[config.mk]
export PLATFORM = sky130hd
export DESIGN_NAME = flash_status_regs
export DESIGN_NICKNAME = d
export VERILOG_FILES = /design/src/common/flash_status_pkg.sv /design/src/common/shift_if.sv /design/src/hdl/flash_status_regs.sv /design/src/hdl/status_shifter.sv
export SDC_FILE = /design/constraint.sdc
export NUM_CORES = 1
export LEC_CHECK = 0
export BUFFER_PORTS_ARGS = -buffer_cell sky130_fd_sc_hd__buf_2
export CORE_MARGIN = 1
export CORE_UTILIZATION = 43
export CTS_BUF_LIST = sky130_fd_sc_hd__clkbuf_8 sky130_fd_sc_hd__clkbuf_16
export CTS_CLUSTER_DIAMETER = 50
export CTS_CLUSTER_SIZE = 14
export DETAILED_ROUTE_END_ITERATION = 8
export HOLD_SLACK_MARGIN = 0.1
export PLACE_DENSITY = 0.77
export REMOVE_ABC_BUFFERS = 1
export SYNTH_ARGS = -nofsm -noshare
export SYNTH_HDL_FRONTEND = slang
export SYNTH_HIERARCHICAL = 1
export SYNTH_SLANG_ARGS = --single-unit
export TNS_END_PERCENT = 1
[constraint.sdc]
create_clock -name i_clk -period 2.06 [get_ports i_clk]
set_input_delay 0.412 -clock i_clk [delete_from_list [all_inputs] [get_ports i_clk]]
set_output_delay 0.412 -clock i_clk [all_outputs]
set_load 0.02 [all_outputs]
[src/common/flash_status_pkg.sv]
// Notes on behaviour
// - Program-suspended flag sits in suspend bit 3; set on suspend, cleared on resume.
// - Erase-suspended flag sits in suspend bit 2; set on suspend, cleared on resume.
// - All volatile suspend-register bits are zero after power-up or reset; the code lets bit 0 follow i_busy through reset.
// - Suspend-register read returns the primary busy flag in bit 0.
// - Suspend-register bit 1 and bits 7 to 4 always read zero.
// - Latency-config read opcode is accepted at any time, suspend cycle or not.
// - Held chip select after a status read keeps repeating the register byte.
// - Latency bits 5:4 pick dummy bytes: 00=3, 01=2, 10=4, 11=5.
// - In quad mode each dummy byte spans two clocks: 4, 6, 8, 10.
// - Latency bits 3:2 set drive: 01 full, 10 half, 11 third, 00 default.
// - Latency-config bits 7, 6, 1 and 0 are reserved with no function.
// - Fourth-status read is accepted any time, busy or not, and repeats.
// - Third and fourth status reads also work in quad-peripheral mode.
package flash_status_pkg;
    localparam int SR_W = 8;
    localparam int DUMMY_W = 6;
    // Opcodes of the three status reads
    localparam logic [7:0] OP_READ_SUSPEND_STATUS = 8'h09;
    localparam logic [7:0] OP_READ_LATENCY_CONFIG = 8'h95;
    localparam logic [7:0] OP_READ_FOURTH_STATUS = 8'h85;
    // Field positions
    localparam int SUSPEND_REG_BUSY_BIT = 0;
    localparam int ERASE_SUSP_BIT = 2;
    localparam int PROG_SUSP_BIT = 3;
    localparam int DRIVE_STRENGTH_FIELD_LSB = 2;
    localparam int DUMMY_COUNT_FIELD_LSB = 4;
    localparam logic [7:0] LATENCY_WRITABLE_MASK = 8'h3C;
    // Reset values
    localparam logic [7:0] SUSPEND_STATUS_RST = 8'h00;
    localparam logic [1:0] DUMMY_CODE_RST = 2'h0;
    localparam logic [1:0] DRIVE_CODE_RST = 2'h0;
    // Dummy bytes per code, and clocks per dummy byte
    localparam logic [2:0] DUMMY_BYTES [4] = '{3'h3, 3'h2, 3'h4, 3'h5};
    localparam logic [DUMMY_W-1:0] QUAD_CLKS_PER_BYTE = 6'h02;
    localparam logic [DUMMY_W-1:0] SINGLE_CLKS_PER_BYTE = 6'h08;
    // Last transfer index within one byte, and lane output enables
    localparam logic [2:0] SINGLE_LAST = 3'h7;
    localparam logic [2:0] QUAD_LAST = 3'h1;
    localparam logic [3:0] OE_B_SINGLE = 4'hD;
    localparam logic [3:0] OE_B_QUAD = 4'h0;
    localparam logic [3:0] OE_B_OFF = 4'hF;

    typedef enum logic [1:0] {
        ST_OPCODE = 2'b00,
        ST_SEND = 2'b01,
        ST_IGNORE = 2'b10
    } link_state_t;

    typedef enum logic [1:0] {
        SEL_SUSPEND = 2'b00,
        SEL_LATENCY = 2'b01,
        SEL_FOURTH = 2'b10
    } reg_sel_t;
endpackage : flash_status_pkg

[src/common/shift_if.sv]
`timescale 1ns/1ps
// Load/shift control between the link logic and the output shifter
interface shift_if;
    logic load;
    logic shift;
    logic quad;
    logic [7:0] load_byte;
    logic [3:0] dout;
    modport ctrl (output load, output shift, output quad, output load_byte, input dout);
    modport shifter (input load, input shift, input quad, input load_byte, output dout);
endinterface : shift_if

[src/hdl/flash_status_regs.sv]
`timescale 1ns/1ps
module flash_status_regs #(
    parameter int SYNC_DEPTH = 2
) (
    input wire logic i_clk,
    input wire logic i_rst_b,
    input wire logic i_sclk,
    input wire logic i_cs_b,
    input wire logic [3:0] i_dq,
    output logic [3:0] o_dq,
    output logic [3:0] o_dq_oe_b,
    input wire logic i_quad_mode,
    input wire logic i_busy,
    input wire logic i_prog_suspend,
    input wire logic i_prog_resume,
    input wire logic i_erase_suspend,
    input wire logic i_erase_resume,
    input wire logic i_latency_wr,
    input wire logic [flash_status_pkg::SR_W-1:0] i_latency_wr_data,
    input wire logic [flash_status_pkg::SR_W-1:0] i_fourth_status,
    output logic [flash_status_pkg::SR_W-1:0] o_suspend_status,
    output logic [flash_status_pkg::SR_W-1:0] o_latency_config,
    output logic [flash_status_pkg::DUMMY_W-1:0] o_dummy_cycles,
    output logic [1:0] o_drive_strength
);
    import flash_status_pkg::*;

    if (SYNC_DEPTH < 2) begin : g_bad_depth
        $error("SYNC_DEPTH must be at least 2");
    end

    shift_if sh ();

    status_shifter u_shifter (
        .i_clk(i_clk),
        .i_rst_b(i_rst_b),
        .sh(sh)
    );

    // Pin synchroniser: only the last stage is read by logic
    logic [5:0] sync_q [SYNC_DEPTH];
    logic [5:0] pins_s;
    logic sclk_prev_q;
    logic sclk_rise;
    logic sclk_fall;
    logic cs_idle;

    always_ff @(posedge i_clk or negedge i_rst_b) begin
        if (!i_rst_b) begin
            for (int i = 0; i < SYNC_DEPTH; i++) begin
                sync_q[i] <= 6'h10;
            end
            sclk_prev_q <= 1'b0;
        end else begin
            sync_q[0] <= {i_sclk, i_cs_b, i_dq};
            for (int i = 1; i < SYNC_DEPTH; i++) begin
                sync_q[i] <= sync_q[i-1];
            end
            sclk_prev_q <= pins_s[5];
        end
    end

    // Edges found on the synchronised clock; data is delayed alike
    assign pins_s = sync_q[SYNC_DEPTH-1];
    assign cs_idle = pins_s[4];
    assign sclk_rise = !cs_idle && pins_s[5] && !sclk_prev_q;
    assign sclk_fall = !cs_idle && !pins_s[5] && sclk_prev_q;

    // Suspend flags and latency configuration
    logic prog_susp_q;
    logic prog_susp_d;
    logic erase_susp_q;
    logic erase_susp_d;
    logic [1:0] dummy_code_q;
    logic [1:0] dummy_code_d;
    logic [1:0] drive_code_q;
    logic [1:0] drive_code_d;
    logic [DUMMY_W-1:0] dummy_cyc_q;
    logic [DUMMY_W-1:0] dummy_cyc_d;
    logic [SR_W-1:0] suspend_w;
    logic [SR_W-1:0] latency_w;

    // Suspend wins over resume so an event in the same cycle is kept
    always_comb begin
        prog_susp_d = i_prog_suspend | (prog_susp_q & ~i_prog_resume);
        erase_susp_d = i_erase_suspend | (erase_susp_q & ~i_erase_resume);
        dummy_code_d = dummy_code_q;
        drive_code_d = drive_code_q;
        if (i_latency_wr) begin
            dummy_code_d = i_latency_wr_data[DUMMY_COUNT_FIELD_LSB +: 2];
            drive_code_d = i_latency_wr_data[DRIVE_STRENGTH_FIELD_LSB +: 2];
        end
        // Quad clocks two per dummy byte, single line eight
        dummy_cyc_d = DUMMY_W'({3'h0, DUMMY_BYTES[dummy_code_q]}) *
            (i_quad_mode ? QUAD_CLKS_PER_BYTE : SINGLE_CLKS_PER_BYTE);
    end

    always_ff @(posedge i_clk or negedge i_rst_b) begin
        if (!i_rst_b) begin
            prog_susp_q <= SUSPEND_STATUS_RST[PROG_SUSP_BIT];
            erase_susp_q <= SUSPEND_STATUS_RST[ERASE_SUSP_BIT];
            dummy_code_q <= DUMMY_CODE_RST;
            drive_code_q <= DRIVE_CODE_RST;
            dummy_cyc_q <= '0;
        end else begin
            prog_susp_q <= prog_susp_d;
            erase_susp_q <= erase_susp_d;
            dummy_code_q <= dummy_code_d;
            drive_code_q <= drive_code_d;
            dummy_cyc_q <= dummy_cyc_d;
        end
    end

    // Register images; unused and reserved positions are tied low
    always_comb begin
        suspend_w = SUSPEND_STATUS_RST;
        suspend_w[PROG_SUSP_BIT] = prog_susp_q;
        suspend_w[ERASE_SUSP_BIT] = erase_susp_q;
        suspend_w[SUSPEND_REG_BUSY_BIT] = i_busy;
        latency_w = '0;
        latency_w[DUMMY_COUNT_FIELD_LSB +: 2] = dummy_code_q;
        latency_w[DRIVE_STRENGTH_FIELD_LSB +: 2] = drive_code_q;
    end

    assign o_suspend_status = suspend_w;
    assign o_latency_config = latency_w;
    assign o_dummy_cycles = dummy_cyc_q;
    assign o_drive_strength = drive_code_q;

    // Link state machine: opcode in on rising edges, data out on falling
    link_state_t state_q;
    link_state_t state_d;
    reg_sel_t sel_q;
    reg_sel_t sel_d;
    logic [7:0] op_q;
    logic [7:0] op_d;
    logic [2:0] cnt_q;
    logic [2:0] cnt_d;
    logic quad_q;
    logic quad_d;
    logic [2:0] last_idx;
    logic [7:0] op_next;
    logic load;
    logic shift;

    assign last_idx = quad_q ? QUAD_LAST : SINGLE_LAST;

    always_comb begin
        state_d = state_q;
        sel_d = sel_q;
        op_d = op_q;
        cnt_d = cnt_q;
        quad_d = quad_q;
        load = 1'b0;
        shift = 1'b0;
        op_next = quad_q ? {op_q[3:0], pins_s[3:0]} : {op_q[6:0], pins_s[0]};
        if (cs_idle) begin
            // Deselect ends any transfer; mode is taken for the next frame
            state_d = ST_OPCODE;
            op_d = 8'h00;
            cnt_d = 3'h0;
            quad_d = i_quad_mode;
        end else begin
            case (state_q)
                ST_OPCODE: begin
                    if (sclk_rise) begin
                        op_d = op_next;
                        cnt_d = cnt_q + 3'h1;
                        if (cnt_q == last_idx) begin
                            cnt_d = 3'h0;
                            // Busy and suspend state do not block status reads
                            state_d = ST_SEND;
                            case (op_next)
                                OP_READ_SUSPEND_STATUS: sel_d = SEL_SUSPEND;
                                OP_READ_LATENCY_CONFIG: sel_d = SEL_LATENCY;
                                OP_READ_FOURTH_STATUS: sel_d = SEL_FOURTH;
                                default: state_d = ST_IGNORE;
                            endcase
                        end
                    end
                end
                ST_SEND: begin
                    if (sclk_fall) begin
                        // Each new byte is re-sampled so polling sees live state
                        load = (cnt_q == 3'h0);
                        shift = (cnt_q != 3'h0);
                        cnt_d = (cnt_q == last_idx) ? 3'h0 : cnt_q + 3'h1;
                    end
                end
                ST_IGNORE: begin
                    state_d = ST_IGNORE;
                end
                default: begin
                    state_d = ST_OPCODE;
                end
            endcase
        end
    end

    always_ff @(posedge i_clk or negedge i_rst_b) begin
        if (!i_rst_b) begin
            state_q <= ST_OPCODE;
            sel_q <= SEL_SUSPEND;
            op_q <= 8'h00;
            cnt_q <= 3'h0;
            quad_q <= 1'b0;
        end else begin
            state_q <= state_d;
            sel_q <= sel_d;
            op_q <= op_d;
            cnt_q <= cnt_d;
            quad_q <= quad_d;
        end
    end

    // Shifter control and byte selection
    always_comb begin
        sh.load = load;
        sh.shift = shift;
        sh.quad = quad_q;
        case (sel_q)
            SEL_SUSPEND: sh.load_byte = suspend_w;
            SEL_LATENCY: sh.load_byte = latency_w;
            SEL_FOURTH: sh.load_byte = i_fourth_status;
            default: sh.load_byte = 8'h00;
        endcase
    end

    // Drive only while sending; single mode uses the data-out lane alone
    assign o_dq = sh.dout;
    assign o_dq_oe_b = (state_q != ST_SEND) ? OE_B_OFF : (quad_q ? OE_B_QUAD : OE_B_SINGLE);

    property p_prog_set;
        @(posedge i_clk) disable iff (!i_rst_b)
        i_prog_suspend |=> prog_susp_q ##1 (prog_susp_q || $past(i_prog_resume));
    endproperty
    a_prog_set: assert property (p_prog_set) else $error("program suspend flag not set");

    property p_prog_clear;
        @(posedge i_clk) disable iff (!i_rst_b)
        (i_prog_resume && !i_prog_suspend) |=> !o_suspend_status[PROG_SUSP_BIT];
    endproperty
    a_prog_clear: assert property (p_prog_clear) else $error("program suspend flag not cleared");

    property p_erase_set;
        @(posedge i_clk) disable iff (!i_rst_b)
        (i_erase_suspend && i_erase_resume) |=> o_suspend_status[ERASE_SUSP_BIT];
    endproperty
    a_erase_set: assert property (p_erase_set) else $error("erase suspend lost to resume");

    property p_erase_clear;
        @(posedge i_clk) disable iff (!i_rst_b)
        (i_erase_resume && !i_erase_suspend) |=> !o_suspend_status[ERASE_SUSP_BIT];
    endproperty
    a_erase_clear: assert property (p_erase_clear) else $error("erase suspend flag not cleared");

    property p_suspend_load;
        @(posedge i_clk) disable iff (!i_rst_b)
        (load && sel_q == SEL_SUSPEND) |-> (sh.load_byte[0] == i_busy && sh.load_byte[7:4] == 4'h0
            && !sh.load_byte[1]);
    endproperty
    a_suspend_load: assert property (p_suspend_load) else $error("suspend byte busy or reserved wrong");

    property p_latency_reserved;
        @(posedge i_clk) disable iff (!i_rst_b)
        i_latency_wr |=> (o_latency_config & ~LATENCY_WRITABLE_MASK) == 8'h00;
    endproperty
    a_latency_reserved: assert property (p_latency_reserved) else $error("latency reserved bits set");

    property p_dummy_quad;
        @(posedge i_clk) disable iff (!i_rst_b)
        (i_quad_mode && dummy_code_q == 2'h3) ##1 (i_quad_mode && dummy_code_q == 2'h3)
            |=> o_dummy_cycles == 6'h0A;
    endproperty
    a_dummy_quad: assert property (p_dummy_quad) else $error("quad dummy count not ten");

    property p_read_accept;
        @(posedge i_clk) disable iff (!i_rst_b)
        (state_q == ST_OPCODE && !cs_idle && sclk_rise && cnt_q == last_idx
            && op_next == OP_READ_LATENCY_CONFIG) |=> (state_q == ST_SEND && sel_q == SEL_LATENCY);
    endproperty
    a_read_accept: assert property (p_read_accept) else $error("latency read not accepted");

    property p_repeat;
        @(posedge i_clk) disable iff (!i_rst_b)
        (state_q == ST_SEND && !cs_idle) |=> (state_q == ST_SEND || $past(cs_idle) || cs_idle
            || $past(pins_s[4]));
    endproperty
    a_repeat: assert property (p_repeat) else $error("send left while selected");

    property p_msb_first;
        @(posedge i_clk) disable iff (!i_rst_b)
        (load && !quad_q) |=> (o_dq[1] == $past(sh.load_byte[7]) && o_dq_oe_b == OE_B_SINGLE);
    endproperty
    a_msb_first: assert property (p_msb_first) else $error("first bit is not the MSB");

    property p_drive;
        @(posedge i_clk) disable iff (!i_rst_b)
        i_latency_wr |=> o_drive_strength == $past(i_latency_wr_data[3:2]);
    endproperty
    a_drive: assert property (p_drive) else $error("drive strength code not stored");

    property p_reset_zero;
        @(posedge i_clk) disable iff (!i_rst_b)
        $rose(i_rst_b) |-> (!prog_susp_q && !erase_susp_q);
    endproperty
    a_reset_zero: assert property (p_reset_zero) else $error("suspend flags not zero after reset");
endmodule : flash_status_regs

[src/hdl/status_shifter.sv]
`timescale 1ns/1ps
module status_shifter (
    input wire logic i_clk,
    input wire logic i_rst_b,
    shift_if.shifter sh
);
    logic [7:0] data_q;
    logic [7:0] data_d;

    // Load wins over shift; quad moves a nibble per edge
    always_comb begin
        data_d = data_q;
        if (sh.load) begin
            data_d = sh.load_byte;
        end else if (sh.shift) begin
            data_d = sh.quad ? {data_q[3:0], 4'h0} : {data_q[6:0], 1'b0};
        end
    end

    always_ff @(posedge i_clk or negedge i_rst_b) begin
        if (!i_rst_b) begin
            data_q <= 8'h00;
        end else begin
            data_q <= data_d;
        end
    end

    // Single mode drives only the data-out lane, MSB first
    assign sh.dout = sh.quad ? data_q[7:4] : {2'b00, data_q[7], 1'b0};
endmodule : status_shifter

==> summary.txt <==
Routing
  – Drt first pass iters: 4
  – Drt initial violations: 57
  – ANT nets after route: 0
  – Drt via density: 4.88
  – Drt wl/cell: 12.1 microns
  – Drt total wl: 4060 microns
  – Routed via count: 1645
  – Post-route DRC: 0

Global routing
  – Pin count of the biggest net entering global routing: 26
  – First-pass GRT wire length: 6440 microns
  – Initial antenna violation count: 0
  – Vias in the first global route: 1480
  – GRT Residual Overflow: 0
  – Gr usage total: 0.149

Yosys
  – Ys async rst share: 1.00
  – Post-synth top flop: dfrtp_1
  – Synth warn: 6
  – Number of synthesized flops with an enable pin: 0
  – Mapped Area: 0.00235 sq mm
  – Top-count cell post-synth: dfrtp_1
  – Largest area contributor in the netlist: dfrtp_1
  – Sequential share of the synthesized area: 0.502
  – Synth Instances: 222
  – Synth top area cells: dfrtp_1 (48%), buf_4 (5.8%), mux2i_1 (5.5%)
  – Synth Register Bits: 47
  – Top cells by count, synth: dfrtp_1 (45), nand2_1 (19), buf_4 (18)
  – Post-synth cell types: 45
  – Yosys top cell area share: 0.480
  – Synth Area per Inst: 10.6 sq um

CTS
  – Clock tree sinks: 47
  – TritonCTS clock tree: yes
  – Hold buffer count at CTS: 0
  – H-tree depth: 2
  – Number of post-CTS setup repair buffers: 0
  – Clock buffer depth: 2
  – Post-CTS sizing: 0
  – Worst skew pair latency: 0.29 ns
  – Clock transition at path regs: 0.08 ns
  – Clock Tree Root: clkbuf_8
  – Cts bufs inserted: 5

STA
  – Min Hold Slack: 0.0934 ns
  – Worst slew margin: 0.644
  – Period minus WS final: 1.85 ns
  – Final Hold Viols: 0
  – Setup TNS: 0 ns
  – RSZ-0062 raised after global routing: no
  – Final setup viols: 0
  – Clock skew: 0.00921 ns
  – Maximum clock rate: 540 MHz
  – Final Cycle Share: 0.899
  – Slew Viols, Final: 0
  – Worst Tran Pin Value: 0.533 ns

Layout
  – Post-layout util: 0.514
  – # fillers: 474
  – FF/Latch Area: 0.00118 sq mm
  – Multi-input logic area: 982 sq um
  – Layout net count: 299
  – Area Growth Syn to Fin: 13.2%
  – Layout cell share with drive strength beyond 1: 0.270
  – Antenna diodes: 0

Run
  – # Max-Cap Violations: 0

Critical path
  – Crit start category: flip-flop
  – CP Cell Sequence: buf_4, mux2_2, buf_2
  – CP peak stage delay: 0.42 ns
  – CP max stage cell: dfrtp_1
  – Crit path buf inv count: 2
  – Crit path kind: flip-flop to output port
  – Critical path arrival: 1.44 ns
  – Crit. End Element: output port
  – WP data required: 1.65 ns
  – Crit path max fanout: 13
  – Critical path's top delay family: flip-flops

Die
  – Initial core utilization: 0.454
  – Core ar.: 0.00517 sq mm
  – Die height: 75.9 microns
  – Num ports: 63
  – Die width: 75.9 microns
  – Site row count: 26
  – Die Area: 0.00576 sq mm

Placement
  – HPWL after detailed placement: 3120 microns
  – Routability cong.: 0.854
  – Port Buffers: 48

Power and ir drop
  – Pwr Density: 693 mW/mm^2
  – Overall power: 0.00184 W
  – Gate power share: 0.163
  – Internal: 0.00134 W
  – Power share of the clock group: 0.278
  – Sequential share of power: 0.559
  – P_sw: 0.000502 W
  – Switch share: 0.273
  – Static leakage: 1.22 nW
  – VDD IR max: 0.000339 V

Worst hold path
  – HP Class: primary input to asynchronous set/reset pin

Outcome
  – Status: completed
[metrics by stage]
stage                     cell area, sq um  cells  setup slack [ns]
after floorplan                       2190    206           -0.0515
after global placement                2570    329             0.264
after detailed placement              2570    329             0.242
after CTS                             2660    337             0.187
after global routing                  2660    337             0.122
final                                 2660    337             0.209
[layout by cell type (no fill, tap or decap), types with 4 or more instances in the layout]
master,instances
mux2_2,6
o21ai_0,13
a21oi_1,5
conb_1,10
nor2b_1,10
o211ai_1,4
nand2_1,19
buf_4,4
or3b_1,5
and2_1,7
inv_1,11
mux2i_1,13
dfrtp_1,45
clkbuf_8,5
nor3b_1,4
buf_2,48
nand3b_1,6
nor2_1,11
[cells by family after synthesis]
family,count (synthesis),share of synthesized area
buf+inv,34,0.0933
mux,19,0.0843
simple gates,78,0.191
other cells,1,0.00160
compound gates,39,0.109
fa+ha+maj,2,0.0107
flops,47,0.502
xor+xnor,2,0.00747
[power by group through the flow]
stage | Clock, W | Sequential [W] | Combinational (W)
floorplan | 0 | 0.00108 | 0.000150
global placement | 0 | 0.00105 | 0.000297
detailed placement | 0 | 0.00105 | 0.000303
CTS | 0.000536 | 0.00103 | 0.000304
global route | 0.000561 | 0.00104 | 0.000338
finish | 0.000511 | 0.00103 | 0.000300
[worst reg2reg max path: stages (launching register included)]
cell and delay [ns]:
dfrtp_1 0.43, buf_4 0.21, nor3_1 0.19, a21oi_1 0.06
a2111o_1 0.33, and2_4 0.16, o32a_1 0.34
[metal layers]
| metal | part of all wire | GRT usage | vias up |
|---|---|---|---|
| met5 | 0 | 0 | - |
| met4 | 0.011 | 0.0494 | 0 |
| met3 | 0.029 | 0.0278 | 4 |
| met2 | 0.50 | 0.247 | 33 |
| met1 | 0.46 | 0.197 | 787 |
| li1 | - | - | 821 |
[worst paths after layout]
| kind | cells after the start | start | to | slack, ns |
|---|---|---|---|---|
| setup / recovery | 3 | quad_q | o_dq[1] | 0.21 |
| hold / removal | 1 | i_rst_b | sync_q[8] | 0.09 |
| setup reg to reg | 6 | quad_q | sel_q[1] | 0.23 |
| hold reg to reg | 0 | sync_q[7] | pins_s[1] | 0.35 |
| max in group asynchronous | 2 | i_rst_b | pins_s[4] | 1.38 |
| min in group i_clk | 1 | i_cs_b | sync_q[10] | 0.21 |
[state kept, by name (all words and copies together) (netlist names), 3 cells and up]
signal / flops
o_dummy_cycles: 5
pins_s: 6
cnt_q: 3
op_q: 7
u_shifter/data_q: 8
sync_q: 6
[final cells by class]
| class | instances | area share |
|---|---|---|
| sequential | 47 | 0.444 |
| multi-input combinational | 150 | 0.370 |
| timing repair buffer | 53 | 0.109 |
| tap | 70 | 0.0330 |
| clock buffer | 5 | 0.0259 |
| inverter | 9 | 0.0127 |
| clock inverter | 3 | 0.00565 |
Note: power is estimated with default switching activity, not from simulation.
